===== config.mk =====
export PLATFORM = sky130hd
export DESIGN_NAME = rmd_top
export DESIGN_NICKNAME = d
export VERILOG_FILES = /design/src/rmd_pkg.sv /design/src/rmd_rx.sv /design/src/rmd_top.sv /design/src/rmd_tx.sv
export SDC_FILE = /design/constraint.sdc
export NUM_CORES = 1
export LEC_CHECK = 0
export ABC_AREA = 1
export BUFFER_PORTS_ARGS = -buffer_cell sky130_fd_sc_hd__buf_2
export CAP_MARGIN = 0
export CORE_UTILIZATION = 45
export DETAILED_ROUTE_END_ITERATION = 16
export SLEW_MARGIN = 20
export SYNTH_ARGS = -nofsm -noshare
export SYNTH_HDL_FRONTEND = slang
export SYNTH_HIERARCHICAL = 1
export SYNTH_SLANG_ARGS = --single-unit

===== constraint.sdc =====
create_clock -name I_CLK -period 5.1 [get_ports I_CLK]
set_clock_uncertainty 0.05 [all_clocks]
set_input_delay 0.255 -clock I_CLK [delete_from_list [all_inputs] [get_ports I_CLK]]
set_output_delay 0.255 -clock I_CLK [all_outputs]
set_load 0.02 [all_outputs]

===== src/rmd_pkg.sv =====
// Purpose: Shared constants and types for the RS-485 multidrop block
// Assumes: 100 MHz clock, APB register access, 32-bit data words
// Notes: Offsets are byte addresses on the APB bus
package rmd_pkg;
  // ----------------------------------------
  // Timing
  // ----------------------------------------
  localparam int CLK_HZ = 100_000_000;
  localparam int BAUD = 115_200;
  localparam int BIT_CYC = CLK_HZ / BAUD;
  localparam int FRAME_BITS = 9;

  // ----------------------------------------
  // Register offsets
  // ----------------------------------------
  localparam logic [7:0] OFF_EFC = 8'h00;
  localparam logic [7:0] OFF_EFR = 8'h04;
  localparam logic [7:0] OFF_LFC = 8'h08;
  localparam logic [7:0] OFF_IER = 8'h0C;
  localparam logic [7:0] OFF_XC2 = 8'h10;
  localparam logic [7:0] OFF_TXD = 8'h14;
  localparam logic [7:0] OFF_RXD = 8'h18;
  localparam logic [7:0] OFF_LST = 8'h1C;
  localparam logic [7:0] OFF_IST = 8'h20;
  localparam logic [7:0] OFF_IMK = 8'h24;
  localparam logic [7:0] OFF_RTM = 8'h28;

  // ----------------------------------------
  // Field positions and values
  // ----------------------------------------
  localparam int EFC_MDROP = 0;
  localparam int EFC_RXDIS = 1;
  localparam int EFC_TRANSMITTER_RTS_CONTROL = 4;
  localparam int EFC_RTSINV = 5;
  localparam logic [7:0] EFC_MASK = 8'h33;
  localparam int EFR_SDET = 5;
  localparam int IER_LSI = 2;
  localparam int LST_DR = 0;
  localparam int LST_OVR = 1;
  localparam int LST_PERR = 2;
  localparam int IST_RX = 0;
  localparam int IST_LS = 1;
  localparam int IST_TX = 2;
  localparam logic [2:0] PAR_FORCE0 = 3'h7;

  // ----------------------------------------
  // Reset values
  // ----------------------------------------
  localparam logic [7:0] EFC_RST = 8'h00;
  localparam logic [7:0] BYTE_RST = 8'h00;
  localparam logic [2:0] IST_RST = 3'h0;

  // ----------------------------------------
  // Serial shifter states
  // ----------------------------------------
  typedef enum logic [1:0] {
    RMD_IDLE = 2'b00,
    RMD_START = 2'b01,
    RMD_DATA = 2'b10,
    RMD_STOP = 2'b11
  } rmd_state_t;
endpackage


===== src/rmd_rx.sv =====
// Purpose: Serial receiver for start, eight data bits, parity bit, stop
// Assumes: i_rxd already synchronised to i_clk
// Notes: A frame with a low stop bit is dropped
module rmd_rx #(
  parameter int BIT_CYC = rmd_pkg::BIT_CYC,
  parameter int NBITS = rmd_pkg::FRAME_BITS
) (
  input wire logic i_clk,
  input wire logic i_rstn,
  input wire logic i_rxd,
  output logic o_valid,
  output logic [NBITS-1:0] o_data
);
  localparam int CW = $clog2(BIT_CYC);
  localparam logic [CW-1:0] FULL = CW'(BIT_CYC - 1);
  localparam logic [CW-1:0] HALF = CW'(BIT_CYC / 2);
  localparam logic [3:0] LAST = 4'(NBITS - 1);

  rmd_pkg::rmd_state_t st;
  logic [CW-1:0] cnt;
  logic [3:0] idx;
  logic [NBITS-1:0] sh;
  wire tick = (cnt == '0);

  // ----------------------------------------
  // Frame sampler, mid-bit
  // ----------------------------------------
  always_ff @(posedge i_clk) begin
    if (!i_rstn) begin
      st <= rmd_pkg::RMD_IDLE;
      cnt <= '0;
      idx <= 4'h0;
      sh <= '0;
      o_valid <= 1'b0;
      o_data <= '0;
    end else begin
      o_valid <= 1'b0;
      if (!tick) cnt <= cnt - 1'b1;
      unique case (st)
        rmd_pkg::RMD_IDLE: begin
          if (!i_rxd) begin
            st <= rmd_pkg::RMD_START;
            cnt <= HALF;
          end
        end
        rmd_pkg::RMD_START: begin
          if (tick) begin
            st <= i_rxd ? rmd_pkg::RMD_IDLE : rmd_pkg::RMD_DATA;
            cnt <= FULL;
            idx <= 4'h0;
          end
        end
        rmd_pkg::RMD_DATA: begin
          if (tick) begin
            sh <= {i_rxd, sh[NBITS-1:1]};
            cnt <= FULL;
            idx <= idx + 4'h1;
            if (idx == LAST) st <= rmd_pkg::RMD_STOP;
          end
        end
        rmd_pkg::RMD_STOP: begin
          if (tick) begin
            st <= rmd_pkg::RMD_IDLE;
            o_valid <= i_rxd;
            if (i_rxd) o_data <= sh;
          end
        end
      endcase
    end
  end
endmodule


===== src/rmd_top.sv =====
// Purpose: RS-485 multidrop receive filter and automatic RTS direction control
// Assumes: APB master on I_CLK; I_RXD asynchronous serial line
// Notes on behaviour
// [RULE_01] With RTS control on and inversion set, RTS is high while sending and low after.
// [RULE_02] Multidrop receive runs only while the multidrop enable bit is set.
// [RULE_03] In multidrop a parity bit of 1 marks an address, 0 marks data.
// [RULE_04] Software turns flow control off before using RS-485 operation.
// [RULE_05] Software keeps special detect off and forces parity 0 for normal multidrop.
// [RULE_06] Normal multidrop with receiver off drops data and stores addresses with parity error.
// [RULE_07] An address in normal multidrop raises a line status interrupt if enabled.
// [RULE_08] Software enables the receiver only for its own station address.
// [RULE_09] An enabled receiver takes every character; a new address flags parity error again.
// [RULE_10] With special detect on, addresses are compared to the programmed address byte.
// [RULE_11] Auto detection drops data and foreign addresses while the receiver is off.
// [RULE_12] A matching address enables the receiver and is stored with its parity bit.
// [RULE_13] A matching address raises a line status interrupt if enabled.
// [RULE_14] A foreign address while enabled disables the receiver and is dropped.
// [RULE_15] RTS control drives RTS low from a transmit write until the last bit is out.
// [RULE_16] The receiver disable bit stops reception at once; clearing it resumes it.
// [RULE_17] The compare uses all eight data bits and acts on the software enable bit.
module rmd_top #(
  parameter int BIT_CYC = rmd_pkg::BIT_CYC
) (
  input wire logic I_CLK,
  input wire logic I_RSTN,
  input wire logic I_PSEL,
  input wire logic I_PENABLE,
  input wire logic I_PWRITE,
  input wire logic [7:0] I_PADDR,
  input wire logic [31:0] I_PWDATA,
  output logic [31:0] O_PRDATA,
  output logic O_PREADY,
  output logic O_PSLVERR,
  input wire logic I_RXD,
  output logic O_TXD,
  output logic O_RTS_N,
  output logic O_IRQ
);
  logic [7:0] efc, enhanced_features_reg, lfc, interrupt_enable_reg, xc2, rtm;
  logic [2:0] ist, imk;
  logic [7:0] rx_data;
  logic rx_dr, rx_ovr, rx_perr;
  logic [8:0] tx_hold;
  logic tx_hold_v, tx_busy, tx_busy_q;
  logic rxd_s1, rxd_s2;
  logic rx_v;
  logic [8:0] rx_word;

  // ----------------------------------------
  // APB decode
  // ----------------------------------------
  // A transfer counts only at the ready edge; the setup and wait cycles
  // have no side effects, but a request held past ready is taken again two cycles later
  wire acc = I_PSEL & I_PENABLE;
  wire wr = acc & I_PWRITE & O_PREADY;
  wire rd = acc & ~I_PWRITE & O_PREADY;
  wire hit_efc = I_PADDR == rmd_pkg::OFF_EFC;
  wire hit_efr = I_PADDR == rmd_pkg::OFF_EFR;
  wire hit_lfc = I_PADDR == rmd_pkg::OFF_LFC;
  wire hit_ier = I_PADDR == rmd_pkg::OFF_IER;
  wire hit_xc2 = I_PADDR == rmd_pkg::OFF_XC2;
  wire hit_txd = I_PADDR == rmd_pkg::OFF_TXD;
  wire hit_rxd = I_PADDR == rmd_pkg::OFF_RXD;
  wire hit_lst = I_PADDR == rmd_pkg::OFF_LST;
  wire hit_ist = I_PADDR == rmd_pkg::OFF_IST;
  wire hit_imk = I_PADDR == rmd_pkg::OFF_IMK;
  wire hit_rtm = I_PADDR == rmd_pkg::OFF_RTM;
  // Unmapped offsets answer with an error and read as zero
  wire mapped = hit_efc | hit_efr | hit_lfc | hit_ier | hit_xc2 | hit_txd | hit_rxd
    | hit_lst | hit_ist | hit_imk | hit_rtm;
  wire [7:0] lst = {5'h00, rx_perr, rx_ovr, rx_dr};
  // Read select; unused upper bits always read zero
  wire [31:0] rdata =
    hit_efc ? {24'h000000, efc} :
    hit_efr ? {24'h000000, enhanced_features_reg} :
    hit_lfc ? {24'h000000, lfc} :
    hit_ier ? {24'h000000, interrupt_enable_reg} :
    hit_xc2 ? {24'h000000, xc2} :
    hit_txd ? {22'h000000, tx_hold_v | tx_busy, tx_hold} :
    hit_rxd ? {24'h000000, rx_data} :
    hit_lst ? {24'h000000, lst} :
    hit_ist ? {29'h00000000, ist} :
    hit_imk ? {29'h00000000, imk} :
    hit_rtm ? {24'h000000, rtm} : 32'h00000000;

  // Access phase answered one cycle after it opens
  always_ff @(posedge I_CLK) begin
    if (!I_RSTN) begin
      O_PREADY <= 1'b0;
      O_PSLVERR <= 1'b0;
      O_PRDATA <= 32'h00000000;
    end else begin
      O_PREADY <= acc & ~O_PREADY;
      O_PSLVERR <= acc & ~O_PREADY & ~mapped;
      if (acc & ~O_PREADY & ~I_PWRITE) O_PRDATA <= rdata;
    end
  end

  // ----------------------------------------
  // Receive line and shifters
  // ----------------------------------------
  // Two-stage synchroniser on the line; only the second stage is read,
  // so a metastable first stage never reaches the frame sampler
  always_ff @(posedge I_CLK) begin
    if (!I_RSTN) begin
      rxd_s1 <= 1'b1;
      rxd_s2 <= 1'b1;
    end else begin
      rxd_s1 <= I_RXD;
      rxd_s2 <= rxd_s1;
    end
  end

  // Receiver sees the line two cycles late; this only moves the store
  // point, the mid-bit sampling itself is unaffected
  rmd_rx #(.BIT_CYC(BIT_CYC), .NBITS(rmd_pkg::FRAME_BITS)) u_rx (
    .i_clk(I_CLK),
    .i_rstn(I_RSTN),
    .i_rxd(rxd_s2),
    .o_valid(rx_v),
    .o_data(rx_word)
  );

  // Holding register feeds the shifter as soon as the shifter is idle
  wire tx_start = tx_hold_v & ~tx_busy;

  rmd_tx #(.BIT_CYC(BIT_CYC), .NBITS(rmd_pkg::FRAME_BITS)) u_tx (
    .i_clk(I_CLK),
    .i_rstn(I_RSTN),
    .i_start(tx_start),
    .i_data(tx_hold),
    .o_txd(O_TXD),
    .o_busy(tx_busy)
  );

  // ----------------------------------------
  // Character classification
  // ----------------------------------------
  // [RULE_02] [RULE_03] mode and address bit
  wire md = efc[rmd_pkg::EFC_MDROP];
  wire sdet = enhanced_features_reg[rmd_pkg::EFR_SDET];
  wire rx_on = ~efc[rmd_pkg::EFC_RXDIS];
  wire is_addr = rx_word[8];
  // [RULE_10] [RULE_17] full byte compare
  wire match = rx_word[7:0] == xc2;
  // Normal mode obeys the enable bit alone; multidrop without detect
  // always keeps addresses; auto detect keeps only the matching one,
  // and data follow the enable bit in every mode
  // [RULE_06] [RULE_09] [RULE_11] [RULE_16] store filter
  wire keep = ~md ? rx_on : ~sdet ? (is_addr | rx_on) : (is_addr ? match : rx_on);
  wire store = rx_v & keep;
  // [RULE_12] [RULE_14] automatic enable and disable
  wire auto_en = rx_v & md & sdet & is_addr & match;
  wire auto_dis = rx_v & md & sdet & is_addr & ~match;
  wire ls_evt = rx_v & md & is_addr & (~sdet | match);
  // Outside multidrop the ninth bit is a parity error only when the
  // format forces parity to zero; otherwise it is ignored
  wire par_force0 = lfc[5:3] == rmd_pkg::PAR_FORCE0;
  wire perr_val = md ? is_addr : (par_force0 & is_addr);
  wire wr_txd = wr & hit_txd;
  wire rd_rxd = rd & hit_rxd;
  wire tx_done = tx_busy_q & ~tx_busy;
  // [RULE_07] [RULE_13] line status gated by enable
  wire [2:0] evts = {tx_done, ls_evt & interrupt_enable_reg[rmd_pkg::IER_LSI], store};
  wire [2:0] next_ist = (ist & ~(wr & hit_ist ? I_PWDATA[2:0] : 3'h0)) | evts;
  wire [7:0] efc_sw = wr & hit_efc ? (I_PWDATA[7:0] & rmd_pkg::EFC_MASK) : efc;
  // Hardware beats a software write in the same cycle, so an address
  // decision is never lost to a racing register update
  // [RULE_17] hardware acts on the software enable bit
  wire next_rxdis = auto_dis | (efc_sw[rmd_pkg::EFC_RXDIS] & ~auto_en);
  wire [7:0] next_efc = {efc_sw[7:2], next_rxdis, efc_sw[0]};
  // Pending covers the write cycle itself, so the driver turns round
  // before the start bit rather than during it
  wire pend = tx_hold_v | tx_busy | wr_txd;
  // [RULE_01] [RULE_15] auto direction overrides manual level
  wire next_rts_n = efc[rmd_pkg::EFC_TRANSMITTER_RTS_CONTROL] ? (efc[rmd_pkg::EFC_RTSINV] ? pend : ~pend)
    : ~rtm[0];

  // ----------------------------------------
  // Control registers
  // ----------------------------------------
  always_ff @(posedge I_CLK) begin
    if (!I_RSTN) begin
      efc <= rmd_pkg::EFC_RST;
      enhanced_features_reg <= rmd_pkg::BYTE_RST;
      lfc <= rmd_pkg::BYTE_RST;
      interrupt_enable_reg <= rmd_pkg::BYTE_RST;
      xc2 <= rmd_pkg::BYTE_RST;
      rtm <= rmd_pkg::BYTE_RST;
      imk <= rmd_pkg::IST_RST;
    end else begin
      efc <= next_efc;
      if (wr & hit_efr) enhanced_features_reg <= I_PWDATA[7:0];
      if (wr & hit_lfc) lfc <= I_PWDATA[7:0];
      if (wr & hit_ier) interrupt_enable_reg <= I_PWDATA[7:0];
      if (wr & hit_xc2) xc2 <= I_PWDATA[7:0];
      if (wr & hit_rtm) rtm <= I_PWDATA[7:0];
      if (wr & hit_imk) imk <= I_PWDATA[2:0];
    end
  end

  // Receive holding register; a new character wins over a read
  // Overrun stays until line state is read, so a lost character is
  // visible to software even after the data register has been read
  always_ff @(posedge I_CLK) begin
    if (!I_RSTN) begin
      rx_data <= rmd_pkg::BYTE_RST;
      rx_dr <= 1'b0;
      rx_ovr <= 1'b0;
      rx_perr <= 1'b0;
    end else begin
      if (store) rx_data <= rx_word[7:0];
      if (store) rx_perr <= perr_val;
      rx_dr <= store | (rx_dr & ~rd_rxd);
      rx_ovr <= (store & rx_dr & ~rd_rxd) | (rx_ovr & ~(rd & hit_lst));
    end
  end

  // Transmit holding, status, interrupt and RTS pin
  always_ff @(posedge I_CLK) begin
    if (!I_RSTN) begin
      tx_hold <= 9'h000;
      tx_hold_v <= 1'b0;
      tx_busy_q <= 1'b0;
      ist <= rmd_pkg::IST_RST;
      O_IRQ <= 1'b0;
      O_RTS_N <= 1'b1;
    end else begin
      if (wr_txd & ~tx_hold_v) tx_hold <= I_PWDATA[8:0];
      tx_hold_v <= (tx_hold_v & ~tx_start) | wr_txd;
      tx_busy_q <= tx_busy;
      ist <= next_ist;
      O_IRQ <= |(next_ist & imk);
      O_RTS_N <= next_rts_n;
    end
  end
endmodule


===== src/rmd_tx.sv =====
// Purpose: Serial transmitter for start, eight data bits, parity bit, stop
// Assumes: i_start only while o_busy is low
// Notes: o_busy stays high until the stop bit has fully left
module rmd_tx #(
  parameter int BIT_CYC = rmd_pkg::BIT_CYC,
  parameter int NBITS = rmd_pkg::FRAME_BITS
) (
  input wire logic i_clk,
  input wire logic i_rstn,
  input wire logic i_start,
  input wire logic [NBITS-1:0] i_data,
  output logic o_txd,
  output logic o_busy
);
  localparam int CW = $clog2(BIT_CYC);
  localparam logic [CW-1:0] FULL = CW'(BIT_CYC - 1);
  localparam logic [3:0] LAST = 4'(NBITS - 1);

  rmd_pkg::rmd_state_t st;
  logic [CW-1:0] cnt;
  logic [3:0] idx;
  logic [NBITS-1:0] sh;
  wire tick = (cnt == '0);

  // ----------------------------------------
  // Frame shifter, LSB first
  // ----------------------------------------
  always_ff @(posedge i_clk) begin
    if (!i_rstn) begin
      st <= rmd_pkg::RMD_IDLE;
      cnt <= '0;
      idx <= 4'h0;
      sh <= '0;
      o_txd <= 1'b1;
      o_busy <= 1'b0;
    end else begin
      if (!tick) cnt <= cnt - 1'b1;
      unique case (st)
        rmd_pkg::RMD_IDLE: begin
          if (i_start) begin
            st <= rmd_pkg::RMD_START;
            sh <= i_data;
            cnt <= FULL;
            o_txd <= 1'b0;
            o_busy <= 1'b1;
          end
        end
        rmd_pkg::RMD_START: begin
          if (tick) begin
            st <= rmd_pkg::RMD_DATA;
            o_txd <= sh[0];
            sh <= sh >> 1;
            idx <= 4'h0;
            cnt <= FULL;
          end
        end
        rmd_pkg::RMD_DATA: begin
          if (tick) begin
            cnt <= FULL;
            if (idx == LAST) begin
              st <= rmd_pkg::RMD_STOP;
              o_txd <= 1'b1;
            end else begin
              o_txd <= sh[0];
              sh <= sh >> 1;
              idx <= idx + 4'h1;
            end
          end
        end
        rmd_pkg::RMD_STOP: begin
          if (tick) begin
            st <= rmd_pkg::RMD_IDLE;
            o_busy <= 1'b0;
          end
        end
      endcase
    end
  end
endmodule


======== Yosys cells after proc, flatten, opt, wreduce, memory -nomap -nowiden ========
Index checks and enable logic that the tools add are counted.
cells by class
  add/subtract/negate cells ............... 4
  reduce and logical (&&, ||, !) cells .... 22
  eq/ne operators ......................... 31
  muxes and demuxes ....................... 60
  bitwise gates (word level) .............. 74
operator list
  operator                                                               count
  10-bit 2-to-1 mux                                                      12
  8-bit 2-to-1 mux                                                       5
  10-bit one-hot mux with 2 select lines                                 2
  1-bit bitwise AND                                                      38
  9-bit 2-to-1 mux                                                       4
  8-bit by 5-bit equality test with 1-bit output, second input constant  4
  9-bit one-hot mux with 3 select lines                                  1
  8-bit by 6-bit equality test with 1-bit output, second input constant  3
  2-bit 2-to-1 mux                                                       12
  10-bit logical NOT                                                     2
  4-bit 2-to-1 mux                                                       5
  10-bit by 1-bit subtractor with 10-bit output, second input constant   2
  1-bit bitwise OR                                                       18
  8-bit by 4-bit equality test with 1-bit output, second input constant  2
  2-bit by 1-bit != test with 1-bit output, second input constant        8
  2-bit one-hot mux with 4 select lines                                  2
  4-bit one-hot mux with 2 select lines                                  2
  5-bit AND reduction                                                    3
  1-bit NOT                                                              14
  1-bit 2-to-1 mux                                                       12
  3-bit AND reduction                                                    4
  4-bit by 1-bit adder with 4-bit output, second input constant          2
  2-bit equality test, second input constant                             4
  4-bit equality test, second input constant                             2
  other kinds (19)                                                       28
storage, ports and cells
  input port bits ......................... 46
  logic and storage cells ................. 226
  output and inout port bits .............. 37
  flip-flop bits (word level) ............. 172

======== Longest topological paths before layout ========
  depth in word-level cells ............... 13
  gate-level depth with buffers ........... 13
  depth with buffers taken out ............ 13

======== Hierarchy ========
Netlist, hierarchy kept.
by module, submodules not included
  module   cells an instance  seq. area each (um^2)  instances  area each (um^2)
  rmd_top  589                1761.7                 1          4216.5
  rmd_rx   241                700.7                  1          1725.4
  rmd_tx   237                540.5                  1          1605.3

======== Worst setup path after synthesis ========
OpenSTA, ideal clock, no wires.
  path type ............................... register to register
  start point ............................. reg u_tx.cnt[0]
  end point ............................... reg u_tx.cnt[0]
  arrival time ............................ 1.525 ns
  period minus slack after synthesis ...... 1.690 ns
  stages on the path, launching flop included .. 11
  setup time .............................. 0.115 ns
  setup slack ............................. 3.410 ns
  required time ........................... 4.935 ns
  cells stage by stage .................... dfxtp_1 > inv_1 > ha_1 > nand2_1 > nor2_2 > nand3_2 > buf_6 > ha_1 > o2bb2ai_1 > o21ai_0 > inv_1
between the ends
  cells in the longest elaborated chain, start to end .. 4
RTL lines
  element                                                                                     RTL line                                  source
  from (decl)                                                                                 rmd_tx.sv:20                              logic [CW-1:0] cnt;
  from (signal assigned)                                                                      rmd_tx.sv:37                              if (!tick) cnt <= cnt - 1'b1;
  10-bit by 1-bit subtractor with 10-bit output / 10-bit logical NOT (equally long branches)  rmd_tx.sv:37, rmd_tx.sv:23
  10-bit 2-to-1 mux                                                                           rmd_tx.sv:37
  10-bit 2-to-1 mux, on equally long branches                                                 rmd_tx.sv:49, rmd_tx.sv:58, rmd_tx.sv:40
  10-bit one-hot mux with 2 select lines *                                                    rmd_tx.sv:38                              unique case (st)
Mark *: on every way between the ends. The rest lies on a longest branch, timed or not.
A chain may end at the register's enable or synchronous reset.

======== Worst setup path after layout ========
  start point ............................. reg O_PREADY
  end point ............................... reg enhanced_features_reg[5]
between the ends
  cells in the longest elaborated chain, start to end .. 2
RTL lines
  element                 RTL line        source
  from (decl)             rmd_top.sv:32   output logic O_PREADY,
  from (signal assigned)  rmd_top.sv:93   O_PREADY <= acc & ~O_PREADY;
  1-bit bitwise AND       rmd_top.sv:55   wire wr = acc & I_PWRITE & O_PREADY;
  1-bit bitwise AND       rmd_top.sv:193  if (wr & hit_efr) enhanced_features_reg <= I_PWDATA[7:0];
  to (signal assigned)    rmd_top.sv:185  enhanced_features_reg <= rmd_pkg::BYTE_RST;
  to (signal assigned)    rmd_top.sv:193
  to (decl)               rmd_top.sv:39   logic [7:0] efc, enhanced_features_reg, lfc, interrupt_enable_reg, xc2, rtm;
Every way passes these cells.

==> impl_metrics.tcl <==
set metrics [dict create \
    dieWidth_um 132 \
    dpl_worst_slack_ns 2.72 \
    critPathRequiredTime_ns 5.37 \
    cts-htree-levels 4 \
    ir_drop_uv 308 \
    final_area_mm2 0.00841 \
    syn_avg_cell_area_um2 7.07 \
    ys_seq_area_share_pct 39.8 \
    synthSimpleGateAreaFrac_pct 30.1 \
    netlist-cell-type-count 47 \
    worstPathMaxFanout 17 \
    leakage_nw 3.69 \
    cp.depth 7 \
    globalRouteTotalUtil_pct 23.0 \
    grt_antenna_before_repair 0 \
    pwr_density_cell_mw_per_mm2 426 \
    via_per_inst 5.12 \
    max-clock-path-buffers 2 \
    drv_cap 0 \
    setup_tns_ns 0 \
    grt_max_degree 89 \
    diodes 0 \
    area_growth_pct 11.4 \
    cts_tree "yes" \
    synth.area.top_cells "dfxtp_1 40%, nand2_1 9.6%, nor2_1 8.9%" \
    power_mw 3.59 \
    cp_cell_sequence "inv_1 -> nor3_4 -> inv_2 -> nor2_1 -> inv_1 -> o21ai_0 -> a21oi_1" \
    fin_util_pct 52.2 \
    slew_viol_final 0 \
    die_h_um 132 \
    syn_area_mm2 0.00755 \
    muxShareOfSynthArea_pct 0 \
    whs_ns 0.0772 \
    routed_wl_mm 19.1 \
    relSlewSlack_pct 36.1 \
    fin_crit_sh_pct 47.5 \
    cts_buffers 17 \
    whs_path_depth 3 \
    worst_path_dominant_cell_family "simple AND/OR/NAND/NOR gates" \
    stdcell_count 1324 \
    synthArstFlopShare_pct 0 \
    grt_pass1_vias 6225 \
    timing.final.hold_violations 0 \
    wire_per_inst_um 14.4 \
    tightest_slew_ns 0.955 \
    drt_iter0_drc 541 \
    vias 6777 \
    synth_compound_area_share_pct 14.8 \
    io_buffers 37 \
    setup_slack_ns 2.68 \
    synth_edf_count 0 \
    cts.sinks 150 \
    hp-class "input pin to flop" \
    critical_path_arrival_ns 2.69 \
    post-place-cells 1292 \
    grt_pass1_wl_mm 31.8 \
    fmax_ghz 0.413 \
    yosysWarningCount 6 \
    dieArea_mm2 0.0173 \
    synth_top_family_by_area "simple AND/OR/NAND/NOR gates" \
    cp_slowest_stage_delay_ns 0.58 \
    slowest_stage "nor3_4" \
    ant_nets 0 \
    ctsResizeCount 0 \
    crit_path_frequent_cell "inv_1" \
    period_needed_ns 2.42 \
    place_area_mm2 0.00778 \
    remaining_drc_errors 0 \
    initial_core_util_pct 46.8 \
    yosysTopAreaCell "dfxtp_1" \
    crit_path_end_kind "flop" \
    synth_ff_type "dfxtp_1" \
    clkTransAtPathRegs_ns 0.06 \
    status "completed" \
    grt-ovfl-total 0 \
    reg2regPathDepth 7 \
    core_area_mm2 0.0161 \
    worstSetupPathType "flop to flop" \
    rsz0062_at_grt "false" \
    start_kind "flop" \
    reg_top3 "O_PRDATA (10), u_rx/cnt (10), u_tx/cnt (10)" \
    io_pins 83 \
    clkLatencyLatePin_ns 0.43 \
    crit_buf_inv 3 \
    ys_ff_latch 150 \
    nets 1160 \
    drive_gt1_share_pct 11.3 \
    synth_fa_ha_area_share_pct 2.82 \
    synth-xor-area-share_pct 2.67 \
    rows 46 \
    gp_congestion 0.923 \
    setup-violations-final 0 \
    yosys.area.top_type_share_pct 39.8 \
    clockRootBuffer "clkbuf_16" \
    synthCells 1067 \
    hpwl_mm 13.7 \
    first_pass_iters 6 \
]
==> logic make-up after synthesis <==
group                    Yosys count
AND/OR/NAND/NOR                  504
flip-flops                       150
XOR/XNOR                          23
other                              1
AO/OA/AOI/OAI                    210
buffers and inverters            162
adder cells (fa/ha/maj)           17
==> power breakdown <==
| part | internal (mW) | switching, mW | leakage, nW |
|---|---|---|---|
| logic | 0.319 | 0.640 | 2.18 |
| clock network | 0.807 | 0.500 | 0.299 |
| registers | 1.25 | 0.0686 | 1.21 |
| total | 2.38 | 1.21 | 3.69 |
==> synthesized netlist by cell type, types with 2 or more instances <==
cell / n
a211oi_1: 2
a21oi_1: 90
a221oi_1: 4
a31oi_1: 4
buf_2: 9
buf_4: 24
buf_6: 3
clkbuf_1: 14
clkinv_1: 2
dfxtp_1: 150
ha_1: 17
inv_1: 97
inv_2: 10
inv_4: 2
nand2_1: 194
nand2_2: 6
nand3_1: 53
nand3_2: 2
nand3_4: 3
nand4_1: 28
nor2_1: 178
nor2_2: 14
nor2_4: 9
nor3_1: 6
nor3_4: 2
o21ai_0: 91
o21ai_1: 5
o21ai_2: 2
o21bai_1: 2
o22ai_1: 3
or2_2: 4
xnor2_1: 12
xor2_1: 11
==> final timing paths <==
| kind | slack [ns] | startpoint | endpoint |
|---|---|---|---|
| worst min-delay path | 0.08 | I_PWDATA[2] | imk[2] |
| worst max register to register | 2.68 | O_PREADY | enhanced_features_reg[5] |
| worst max-delay path | 2.68 | O_PREADY | enhanced_features_reg[5] |
| worst min register to register | 0.37 | rxd_s1 | rxd_s2 |
==> what timing repair did <==
action,in CTS,in global routing
hold endpoints to repair,2,0
hold buffers,2,0
setup buffers,0,0
==> per-layer routing <==
metal  track usage (%)  vias up  routed length, um
li1                  -     3495                  -
met1              31.3     3082               9250
met2              36.4      175               8620
met3              3.90       25                865
met4              8.72        0                362
met5                 0        -                  0
==> layout make-up <==
cell class,instances,area (um2)
clock buffer,20,467
clock inverter,10,143
fill,1634,7710
inverter,111,422
multi-input combinational,776,3880
sequential,150,3000
tap,216,270
timing repair buffer,41,220
==> worst register-to-register path, stage by stage (launching register included) <==
cell and delay, ns:
dfxtp_1 0.34, inv_1 0.08, nor3_4 0.58, inv_2 0.19
nor2_1 0.56, inv_1 0.26, o21ai_0 0.21, a21oi_1 0.05
==> placed cells by master (no fill, tap or decap), types with 2 or more instances in the layout <==
cell type / count
clkinv_2: 2
a221oi_1: 4
inv_2: 10
inv_1: 97
nand2_1: 194
o21ai_1: 5
dlygate4sd3_1: 2
nand3_2: 2
clkbuf_16: 17
inv_4: 2
inv_6: 3
clkinv_1: 2
nand2_2: 6
nand3_4: 3
nor2_4: 9
o21bai_1: 2
o21ai_0: 91
or2_2: 4
a31oi_1: 4
nor2_2: 14
bufinv_16: 3
nand3_1: 53
a211oi_1: 2
dfxtp_1: 150
o22ai_1: 3
nand4_1: 28
nor3_1: 6
buf_4: 2
nor2_1: 178
xnor2_1: 12
xor2_1: 11
ha_1: 17
buf_2: 37
a21oi_1: 90
o21ai_2: 2
nor3_4: 2
clkbuf_8: 3
conb_1: 22
Power figures use the tool's default switching activity.
